===== src/hw/irq_seq_defs.svh =====
/*
   Constants of the interrupt sequencer: vector addresses, condition code
   bit position, clock divide and stacking counts.
   Assumes a 16-bit address space and an 8-bit data path.
*/
`ifndef IRQ_SEQ_DEFS_SVH
`define IRQ_SEQ_DEFS_SVH

// ----------------------------------------------------------------
// vector pair high-byte addresses
// ----------------------------------------------------------------
`define VEC_RESET 16'hfffe
`define VEC_NMI 16'hfffc
`define VEC_SWI 16'hfffa
`define VEC_EXT 16'hfff8
`define VEC_CAPTURE 16'hfff6
`define VEC_COMPARE 16'hfff4
`define VEC_OVERFLOW 16'hfff2
`define VEC_SERIAL 16'hfff0

// ----------------------------------------------------------------
// condition code and timing
// ----------------------------------------------------------------
`define CCR_IBIT 4
`define E_LAST 2'h3
`define E_HIGH_FROM 2'h2
`define PUSH_LAST 3'h6
`define PUSH_BYTES 16'h0007

`endif


===== src/hw/irq_seq_pkg.sv =====
/*
   Types of the interrupt sequencer: saved register set, peripheral flags,
   enables and sequencer states.
   Assumes the constants header is included by the design module.
*/
package irq_seq_pkg;

   // registers stacked on interrupt entry
   typedef struct packed {
      logic [15:0] pc;
      logic [15:0] x;
      logic [7:0] a;
      logic [7:0] b;
      logic [7:0] ccr;
   } cpu_regs_s;

   // timer and serial event flags
   typedef struct packed {
      logic captureEventFlag;
      logic compareMatchFlag;
      logic counterOverflowFlag;
      logic receiveFullFlag;
      logic overrunFramingFlag;
      logic transmitEmptyFlag;
   } periph_flags_s;

   // per-source enables
   typedef struct packed {
      logic captureEn;
      logic compareEn;
      logic overflowEn;
      logic receiveEn;
      logic transmitEn;
   } periph_en_s;

   typedef enum logic [2:0] {
      SEQ_IDLE,
      SEQ_STACK,
      SEQ_FETCH_HI,
      SEQ_FETCH_LO
   } seq_state_e;

endpackage


===== src/hw/mcu_interrupt_sequencer.sv =====
/*
   Interrupt recognition and entry sequencer of an 8-bit controller core:
   edge-latched non-maskable request, level external maskable request,
   prioritised internal maskable request, register stacking and vector load.
   Assumes the core pulses instrDone at each instruction boundary, stalls
   while busy is high, and memory answers a read within one E period.
*/
`timescale 1ns/1ps
`include "irq_seq_defs.svh"

module mcu_interrupt_sequencer
   import irq_seq_pkg::*;
#(
   parameter int ADDR_W = 16
) (
   // clock and reset
   input wire logic clk,
   input wire logic rstn,
   // request pins
   input wire logic nonMaskableRequestN,
   input wire logic external_maskable_request_n,
   // on-chip sources
   input wire logic port3_input_strobe,
   input wire logic port3StrobeEn,
   input wire periph_flags_s periphFlags,
   input wire periph_en_s periphEn,
   // core side
   input wire logic instrDone,
   input wire logic softwareIntReq,
   input wire cpu_regs_s cpuRegs,
   input wire logic [15:0] cpuSp,
   output logic busy,
   output logic maskSet,
   output logic vectorLoad,
   output logic [15:0] newPc,
   output logic [15:0] newSp,
   output logic internal_maskable_request,
   // memory side
   output logic memWe,
   output logic memRe,
   output logic [15:0] memAddr,
   output logic [7:0] memWdata,
   input wire logic [7:0] memRdata,
   // bus clock
   output logic eClk
);

   // ----------------------------------------------------------------
   // elaboration check
   // ----------------------------------------------------------------
   generate
      if (ADDR_W != 16) begin : g_bad_width
         $error("mcu_interrupt_sequencer supports a 16-bit address only");
      end
   endgenerate

   // ----------------------------------------------------------------
   // E clock divider
   // ----------------------------------------------------------------
   logic [1:0] eCnt_q;
   logic eClk_q;
   wire logic [1:0] eCntD = eCnt_q + 2'h1;
   wire logic eTick = (eCnt_q == `E_LAST);

   // one step of the sequencer per E period
   always_ff @(posedge clk or negedge rstn) begin
      if (!rstn) begin
         eCnt_q <= 2'h0;
         eClk_q <= 1'b0;
      end else begin
         eCnt_q <= eCntD;
         eClk_q <= (eCntD >= `E_HIGH_FROM);
      end
   end

   // ----------------------------------------------------------------
   // pin synchronisers and edge latch
   // ----------------------------------------------------------------
   logic nmiS1_q, nmiS2_q, nmiS3_q, extS1_q, extS2_q;
   logic nmiLatch_q;
   wire logic nmiFall = nmiS3_q & ~nmiS2_q;

   // both pins are asynchronous; two flops before any logic
   always_ff @(posedge clk or negedge rstn) begin
      if (!rstn) begin
         nmiS1_q <= 1'b1;
         nmiS2_q <= 1'b1;
         nmiS3_q <= 1'b1;
         extS1_q <= 1'b1;
         extS2_q <= 1'b1;
      end else begin
         nmiS1_q <= nonMaskableRequestN;
         nmiS2_q <= nmiS1_q;
         nmiS3_q <= nmiS2_q;
         extS1_q <= external_maskable_request_n;
         extS2_q <= extS1_q;
      end
   end

   // ----------------------------------------------------------------
   // request qualification
   // ----------------------------------------------------------------
   logic internal_maskable_request_q;
   wire logic iMask = cpuRegs.ccr[`CCR_IBIT];
   // serial conditions share a single request
   wire logic serialReq = (periphFlags.receiveFullFlag & periphEn.receiveEn) |
                          (periphFlags.overrunFramingFlag & periphEn.receiveEn) |
                          (periphFlags.transmitEmptyFlag & periphEn.transmitEn);
   wire logic capReq = periphFlags.captureEventFlag & periphEn.captureEn;
   wire logic cmpReq = periphFlags.compareMatchFlag & periphEn.compareEn;
   wire logic ovfReq = periphFlags.counterOverflowFlag & periphEn.overflowEn;
   wire logic irq2D = capReq | cmpReq | ovfReq | serialReq;
   // the external pin and the port 3 strobe feed the external line only
   wire logic extReq = ~extS2_q | (port3_input_strobe & port3StrobeEn);
   wire logic extTake = extReq & ~iMask;
   wire logic intTake = internal_maskable_request_q & ~iMask;
   wire logic anyTake = nmiLatch_q | softwareIntReq | extTake | intTake;

   // fixed priority; external ahead of internal
   wire logic [15:0] intVec = capReq ? `VEC_CAPTURE :
                              cmpReq ? `VEC_COMPARE :
                              ovfReq ? `VEC_OVERFLOW : `VEC_SERIAL;
   wire logic [15:0] vecSel = nmiLatch_q ? `VEC_NMI :
                              softwareIntReq ? `VEC_SWI :
                              extTake ? `VEC_EXT : intVec;

   // ----------------------------------------------------------------
   // sequencer
   // ----------------------------------------------------------------
   seq_state_e state_q, state_d;
   logic [2:0] step_q, step_d;
   logic [15:0] vec_q, sp_q, pcHi_q;
   cpu_regs_s regs_q;
   logic busy_q, maskSet_q, vectorLoad_q, memWe_q, memRe_q;
   logic [15:0] newPc_q, newSp_q, memAddr_q;
   logic [7:0] memWdata_q;
   logic [7:0] pushByte [0:6];
   wire logic boundary = (state_q == SEQ_IDLE) & instrDone;
   wire logic enter = boundary & anyTake;
   wire logic [15:0] vecD = enter ? vecSel : vec_q;
   wire logic [15:0] spD = enter ? cpuSp : sp_q;
   wire cpu_regs_s regsD = enter ? cpuRegs : regs_q;
   wire logic [15:0] addrD = (state_d == SEQ_STACK) ? spD - {13'h0, step_d} :
                             (state_d == SEQ_FETCH_HI) ? vecD : (vecD | 16'h0001);

   // stacking order: low PC byte first at the current stack pointer
   assign pushByte[0] = regsD.pc[7:0];
   assign pushByte[1] = regsD.pc[15:8];
   assign pushByte[2] = regsD.x[7:0];
   assign pushByte[3] = regsD.x[15:8];
   assign pushByte[4] = regsD.a;
   assign pushByte[5] = regsD.b;
   assign pushByte[6] = regsD.ccr;

   // next state; memory steps only advance on an E tick
   always_comb begin
      state_d = state_q;
      step_d = step_q;
      case (state_q)
         SEQ_IDLE: begin
            if (enter) begin
               state_d = SEQ_STACK;
               step_d = 3'h0;
            end
         end
         SEQ_STACK: begin
            if (eTick) begin
               if (step_q == `PUSH_LAST) begin
                  state_d = SEQ_FETCH_HI;
               end else begin
                  step_d = step_q + 3'h1;
               end
            end
         end
         SEQ_FETCH_HI: begin
            if (eTick) begin
               state_d = SEQ_FETCH_LO;
            end
         end
         SEQ_FETCH_LO: begin
            if (eTick) begin
               state_d = SEQ_IDLE;
            end
         end
         default: begin
            state_d = SEQ_IDLE;
         end
      endcase
   end

   // sequencer state; reset leaves straight for the reset vector, no stacking
   always_ff @(posedge clk or negedge rstn) begin
      if (!rstn) begin
         state_q <= SEQ_FETCH_HI;
         step_q <= 3'h0;
         vec_q <= `VEC_RESET;
         sp_q <= 16'h0000;
         regs_q <= '0;
         internal_maskable_request_q <= 1'b0;
      end else begin
         state_q <= state_d;
         step_q <= step_d;
         vec_q <= vecD;
         sp_q <= spD;
         regs_q <= regsD;
         internal_maskable_request_q <= irq2D;
      end
   end

   // latched edge survives a long instruction; a new edge beats the clear
   always_ff @(posedge clk or negedge rstn) begin
      if (!rstn) begin
         nmiLatch_q <= 1'b0;
      end else if (nmiFall) begin
         nmiLatch_q <= 1'b1;
      end else if (enter) begin
         nmiLatch_q <= 1'b0; // cleared whichever source won: nmi wins when set
      end
   end

   // memory port and core handshake outputs
   always_ff @(posedge clk or negedge rstn) begin
      if (!rstn) begin
         busy_q <= 1'b1;
         memWe_q <= 1'b0;
         memRe_q <= 1'b1;
         memAddr_q <= `VEC_RESET;
         memWdata_q <= 8'h00;
         newSp_q <= 16'h0000;
      end else begin
         busy_q <= (state_d != SEQ_IDLE);
         memWe_q <= (state_d == SEQ_STACK);
         memRe_q <= (state_d == SEQ_FETCH_HI) | (state_d == SEQ_FETCH_LO);
         memAddr_q <= addrD;
         memWdata_q <= pushByte[step_d];
         newSp_q <= enter ? cpuSp - `PUSH_BYTES : newSp_q;
      end
   end

   // mask set as stacking ends, then vector bytes into the new PC
   always_ff @(posedge clk or negedge rstn) begin
      if (!rstn) begin
         maskSet_q <= 1'b0;
         vectorLoad_q <= 1'b0;
         pcHi_q <= 16'h0000;
         newPc_q <= 16'h0000;
      end else begin
         maskSet_q <= (state_q == SEQ_STACK) & (state_d == SEQ_FETCH_HI);
         vectorLoad_q <= (state_q == SEQ_FETCH_LO) & eTick;
         if ((state_q == SEQ_FETCH_HI) & eTick) begin
            pcHi_q <= {memRdata, 8'h00};
         end
         if ((state_q == SEQ_FETCH_LO) & eTick) begin
            newPc_q <= pcHi_q | {8'h00, memRdata};
         end
      end
   end

   assign busy = busy_q;
   assign maskSet = maskSet_q;
   assign vectorLoad = vectorLoad_q;
   assign newPc = newPc_q;
   assign newSp = newSp_q;
   assign internal_maskable_request = internal_maskable_request_q;
   assign memWe = memWe_q;
   assign memRe = memRe_q;
   assign memAddr = memAddr_q;
   assign memWdata = memWdata_q;
   assign eClk = eClk_q;

   // ----------------------------------------------------------------
   // assertions
   // ----------------------------------------------------------------
   e_divide_a: assert property (@(posedge clk) disable iff (!rstn)
      eTick |=> !eTick [*3] ##1 eTick)
      else $error("E tick not every fourth clock");

   nmi_latch_a: assert property (@(posedge clk) disable iff (!rstn)
      nmiFall |=> nmiLatch_q)
      else $error("falling edge not latched");

   nmi_vector_a: assert property (@(posedge clk) disable iff (!rstn)
      boundary && nmiLatch_q |=> vec_q == `VEC_NMI && state_q == SEQ_STACK)
      else $error("latched edge not served at the boundary");

   mask_gate_a: assert property (@(posedge clk) disable iff (!rstn)
      boundary && iMask && !nmiLatch_q && !softwareIntReq |=> state_q == SEQ_IDLE)
      else $error("masked request entered");

   ext_first_a: assert property (@(posedge clk) disable iff (!rstn)
      enter && extTake && intTake && !nmiLatch_q && !softwareIntReq |=> vec_q == `VEC_EXT)
      else $error("internal request served before external");

   internal_maskable_request_line_a: assert property (@(posedge clk) disable iff (!rstn)
      (capReq || cmpReq) |=> internal_maskable_request)
      else $error("internal line missed a timer event");

   stack_count_a: assert property (@(posedge clk) disable iff (!rstn)
      $rose(maskSet_q) |-> $past(step_q) == `PUSH_LAST && $past(memWe_q))
      else $error("stacking ended early");

   vector_load_a: assert property (@(posedge clk) disable iff (!rstn)
      maskSet_q |-> ##[1:12] vectorLoad_q)
      else $error("vector not loaded after mask set");

endmodule // mcu_interrupt_sequencer


===== config.mk =====
export PLATFORM = sky130hd
export DESIGN_NAME = mcu_interrupt_sequencer
export DESIGN_NICKNAME = d
export VERILOG_FILES = /design/src/hw/irq_seq_pkg.sv /design/src/hw/mcu_interrupt_sequencer.sv
export VERILOG_INCLUDE_DIRS = /design/src /design/src/hw
export SDC_FILE = /design/constraint.sdc
export NUM_CORES = 1
export LEC_CHECK = 0
export BUFFER_PORTS_ARGS = -buffer_cell sky130_fd_sc_hd__buf_2
export CAP_MARGIN = 0
export CORE_MARGIN = 5
export CORE_UTILIZATION = 40
export DETAILED_ROUTE_END_ITERATION = 8
export GPL_TIMING_DRIVEN = 0
export PLACE_DENSITY_LB_ADDON = 0.08
export SLEW_MARGIN = 20
export SYNTH_ARGS = -nofsm -noshare
export SYNTH_HDL_FRONTEND = slang
export SYNTH_SLANG_ARGS = --single-unit
export TNS_END_PERCENT = 20

===== constraint.sdc =====
create_clock -name clk -period 5.6 [get_ports clk]
set_input_delay 0.84 -clock clk [delete_from_list [all_inputs] [get_ports clk]]
set_output_delay 0.84 -clock clk [all_outputs]
set_load 0.02 [all_outputs]

==> metrics <==
PwrDens=between 300 and 400 mW/mm²; drt total wl=approximately 21,000 µm; simple-gate area share of the yosys netlist=between 20% and 30%; Synth Area in XOR/XNOR=around 3.2%; final instance area=0.00950 mm²; Die Ht=149 µm; Synth Register Bits=between 150 and 200; Overflow after GRT=0; cts repair resizes=0; Clock Latency Late Sink=around 0.43 ns; Critical Path Fanout Max=10; Post-CTS Setup Bufs=0; commonest cells after routing, fill and taps aside=nand2_1, buf_2, dfrtp_1, dfstp_2, clkbuf_1; DRC errors left=0; clock root cell=clkbuf_16; skew final=~0.015 ns; synthesis-to-finish area growth=23.6%; Slew headroom=34.8%; Starting Density=slightly above 40%; status=complete, no violations; Final GP Congestion=0.855; Critical Path AT=5.39 ns; clock buffer count from CTS=17; CP Capture Type=flop; die width=approximately 150 µm; Port-buffer cells=160; Longest Clk Path Bufs=2; ANT nets after route=0; Worst setup SP type=flop; Hold WC Path Type=reg -> reg; Mapped Area=just under 0.008 mm²; initial antenna violation count=0; Syn Nets=between 900 and 1,000; first-pass GRT wire length=34,500 µm; Vias/cell=4.95; EDFF count, synth=0; Fin. Hold Viols=0; Post-Syn Instances=817; Max Cap Viol=0; # diodes=0; HPWL after DPL=15,300 µm; VDD IR max=0.238 mV; TNS Setup=0 ns; via count=about 6,300; die area=around 0.022 mm²; compound-cell area share of the yosys netlist=10.7%; post-synthesis sequential area ratio=56.6%; class of the most critical setup path=reg -> reg; Critical Path RT=between 5 and 6 ns; largest family of logic cells by synthesized area=simple AND/OR/NAND/NOR gates; vias in the first global route=6,333; Area after DPL=0.00885 mm²; Final #Nets=between 1,000 and 1,500; Post-Synth Adder-Cell Area=between 1 and 1.5%; commonest non-fill, non-tap cell in the layout=nand2_1; Final min period=5.05 ns; unique cell type count in the Yosys netlist=62; # clock sinks=roughly 170; clock slew at reported path FFs=about 0.07 ns; drt pass-1 iters=5; async set or reset register ratio after synthesis=100%; YS warnings=0; Syn Area/Cell=between 9 and 10 µm²; multiplexer share of the synthesized area=under 10%; gr usage total=between 20% and 30%; TritonCTS clock tree=built; core area=~0.019 mm²; # hold bufs at CTS=0; largest net degree at the start of global routing=around 90; pin slew with the least headroom to its limit=~1 ns; DRT iter0 DRCs=between 400 and 500; fmax=a little under 200 MHz; H-tree depth=4; I/O pins=roughly 160; wire per inst=between 15 and 20 µm; final setup fails=0; LEAKAGE=4.66 nW; Final period util=90.1%; # rows=50; ys flop type=dfrtp_1; unrepaired setup endpoints after global routing=false; layout cells sized above 1=about 26%; Final Max Tran Viols=0
## cells in the mapped netlist, drive strengths merged, types with 2 or more instances
library cell / instances / share of area, %
ha: 7 / 1.1
or3: 7 / 0.57
xnor2: 21 / 2.4
a31oi: 10 / 0.81
nand2b: 14 / 1.1
a211o: 3 / 0.34
clkbuf: 35 / 1.7
a22oi: 3 / 0.29
nand2: 319 / 16
a211oi: 6 / 0.72
o22ai: 7 / 0.57
dfrtp: 134 / 44
o21ai: 38 / 2.5
nor4: 3 / 0.24
a21oi: 17 / 1.1
buf: 8 / 0.63
or2: 2 / 0.16
nor2: 25 / 1.2
o31ai: 3 / 0.29
mux2i: 9 / 1.3
o31a: 5 / 0.57
inv: 13 / 0.67
nor3: 9 / 0.59
or3b: 2 / 0.23
o221ai: 11 / 1.3
xor2: 7 / 0.80
o211ai: 6 / 0.59
nand3: 12 / 0.78
mux2: 12 / 1.8
and2: 3 / 0.24
dfstp: 38 / 13
or4: 2 / 0.20
a21o: 5 / 0.59
## flip-flops by register name, summed over array words and instances, names as in the netlist, 3 cells and up
| signal | flops |
|---|---|
| pcHi_q | 8 |
| sp_q | 16 |
| regs_q | 56 |
| memWdata | 8 |
| newPc | 16 |
| newSp | 16 |
| step_q | 3 |
| memAddr | 16 |
| vec_q | 16 |
| state_q | 3 |
## through the flow
step	setup WS, ns	total power, mW	std cells	hold WS, ns	util, %
2_1_floorplan	1.07	2.13	817	0.345	-
3_3_place_gp	0.221	2.44	1237	0.346	46.8
3_5_place_dp	0.225	2.45	1238	0.347	47.0
4_1_cts	0.573	3.76	1270	0.355	50.4
5_1_grt	0.230	3.92	1270	0.359	50.4
6_report	0.552	3.72	1270	0.351	50.4
## cells by family after synthesis
kind of cell / count (synthesis)
multiplexers: 21
buffers and inverters: 57
XOR/XNOR: 28
AND/OR/NAND/NOR: 408
adder cells (fa/ha/maj): 7
flip-flops: 172
other: 1
AO/OA/AOI/OAI: 123
## path summary, 6_finish.rpt
check | endpoint | start | cells past startpoint | slack, ns
worst min register to register | nmiS2_q | nmiS1_q | 0 | 0.35
max in group asynchronous | memAddr[2] | rstn | 2 | 4.34
min in group asynchronous | regs_q[35] | rstn | 1 | 0.37
worst max register to register | memAddr[14] | state_q[0] | 17 | 0.55
worst max-delay path | memAddr[14] | state_q[0] | 17 | 0.55
worst min-delay path | nmiS2_q | nmiS1_q | 0 | 0.35
## worst max-delay path, stage by stage, from the launching register on
cell      delay [ns]
dfrtp_1         0.37
buf_6           0.13
or4b_4          0.55
a221o_1         0.30
buf_6           0.15
clkbuf_1        0.25
clkbuf_1        0.39
clkbuf_1        0.33
nand2_1         0.13
nand2_1         0.09
ha_1            0.29
or4_1           0.44
or3_1           0.36
or3_1           0.32
a22oi_1         0.26
nand3_1         0.14
xnor2_1         0.17
mux2_2          0.29
## power breakdown
part	total, mW	switching [mW]	leakage, nW	internal [mW]
clock network	1.29	0.522	0.315	0.770
logic	0.827	0.526	2.29	0.301
registers	1.60	0.112	2.05	1.49
total	3.72	1.16	4.66	2.56
## final cells by class
cell class	count	area, µm²
inverters	14	55.1
clock buffers	18	439
flip-flops and latches	172	4350
well taps	260	325
repair buffers	161	838
multi-input cells	588	3100
plain buffers	43	180
fillers	1849	9340
clock inverters	14	208
## routing by layer
| metal | vias to the layer above | routed length [µm] | global-route usage (%) |
|---|---|---|---|
| met2 | 191 | 9880 | 31.4 |
| li1 | 3077 | - | - |
| met4 | 0 | 399 | 6.00 |
| met3 | 30 | 1110 | 3.96 |
| met5 | - | 0 | 0 |
| met1 | 2990 | 9860 | 28.3 |
Note: power is estimated with default switching activity, not from simulation.
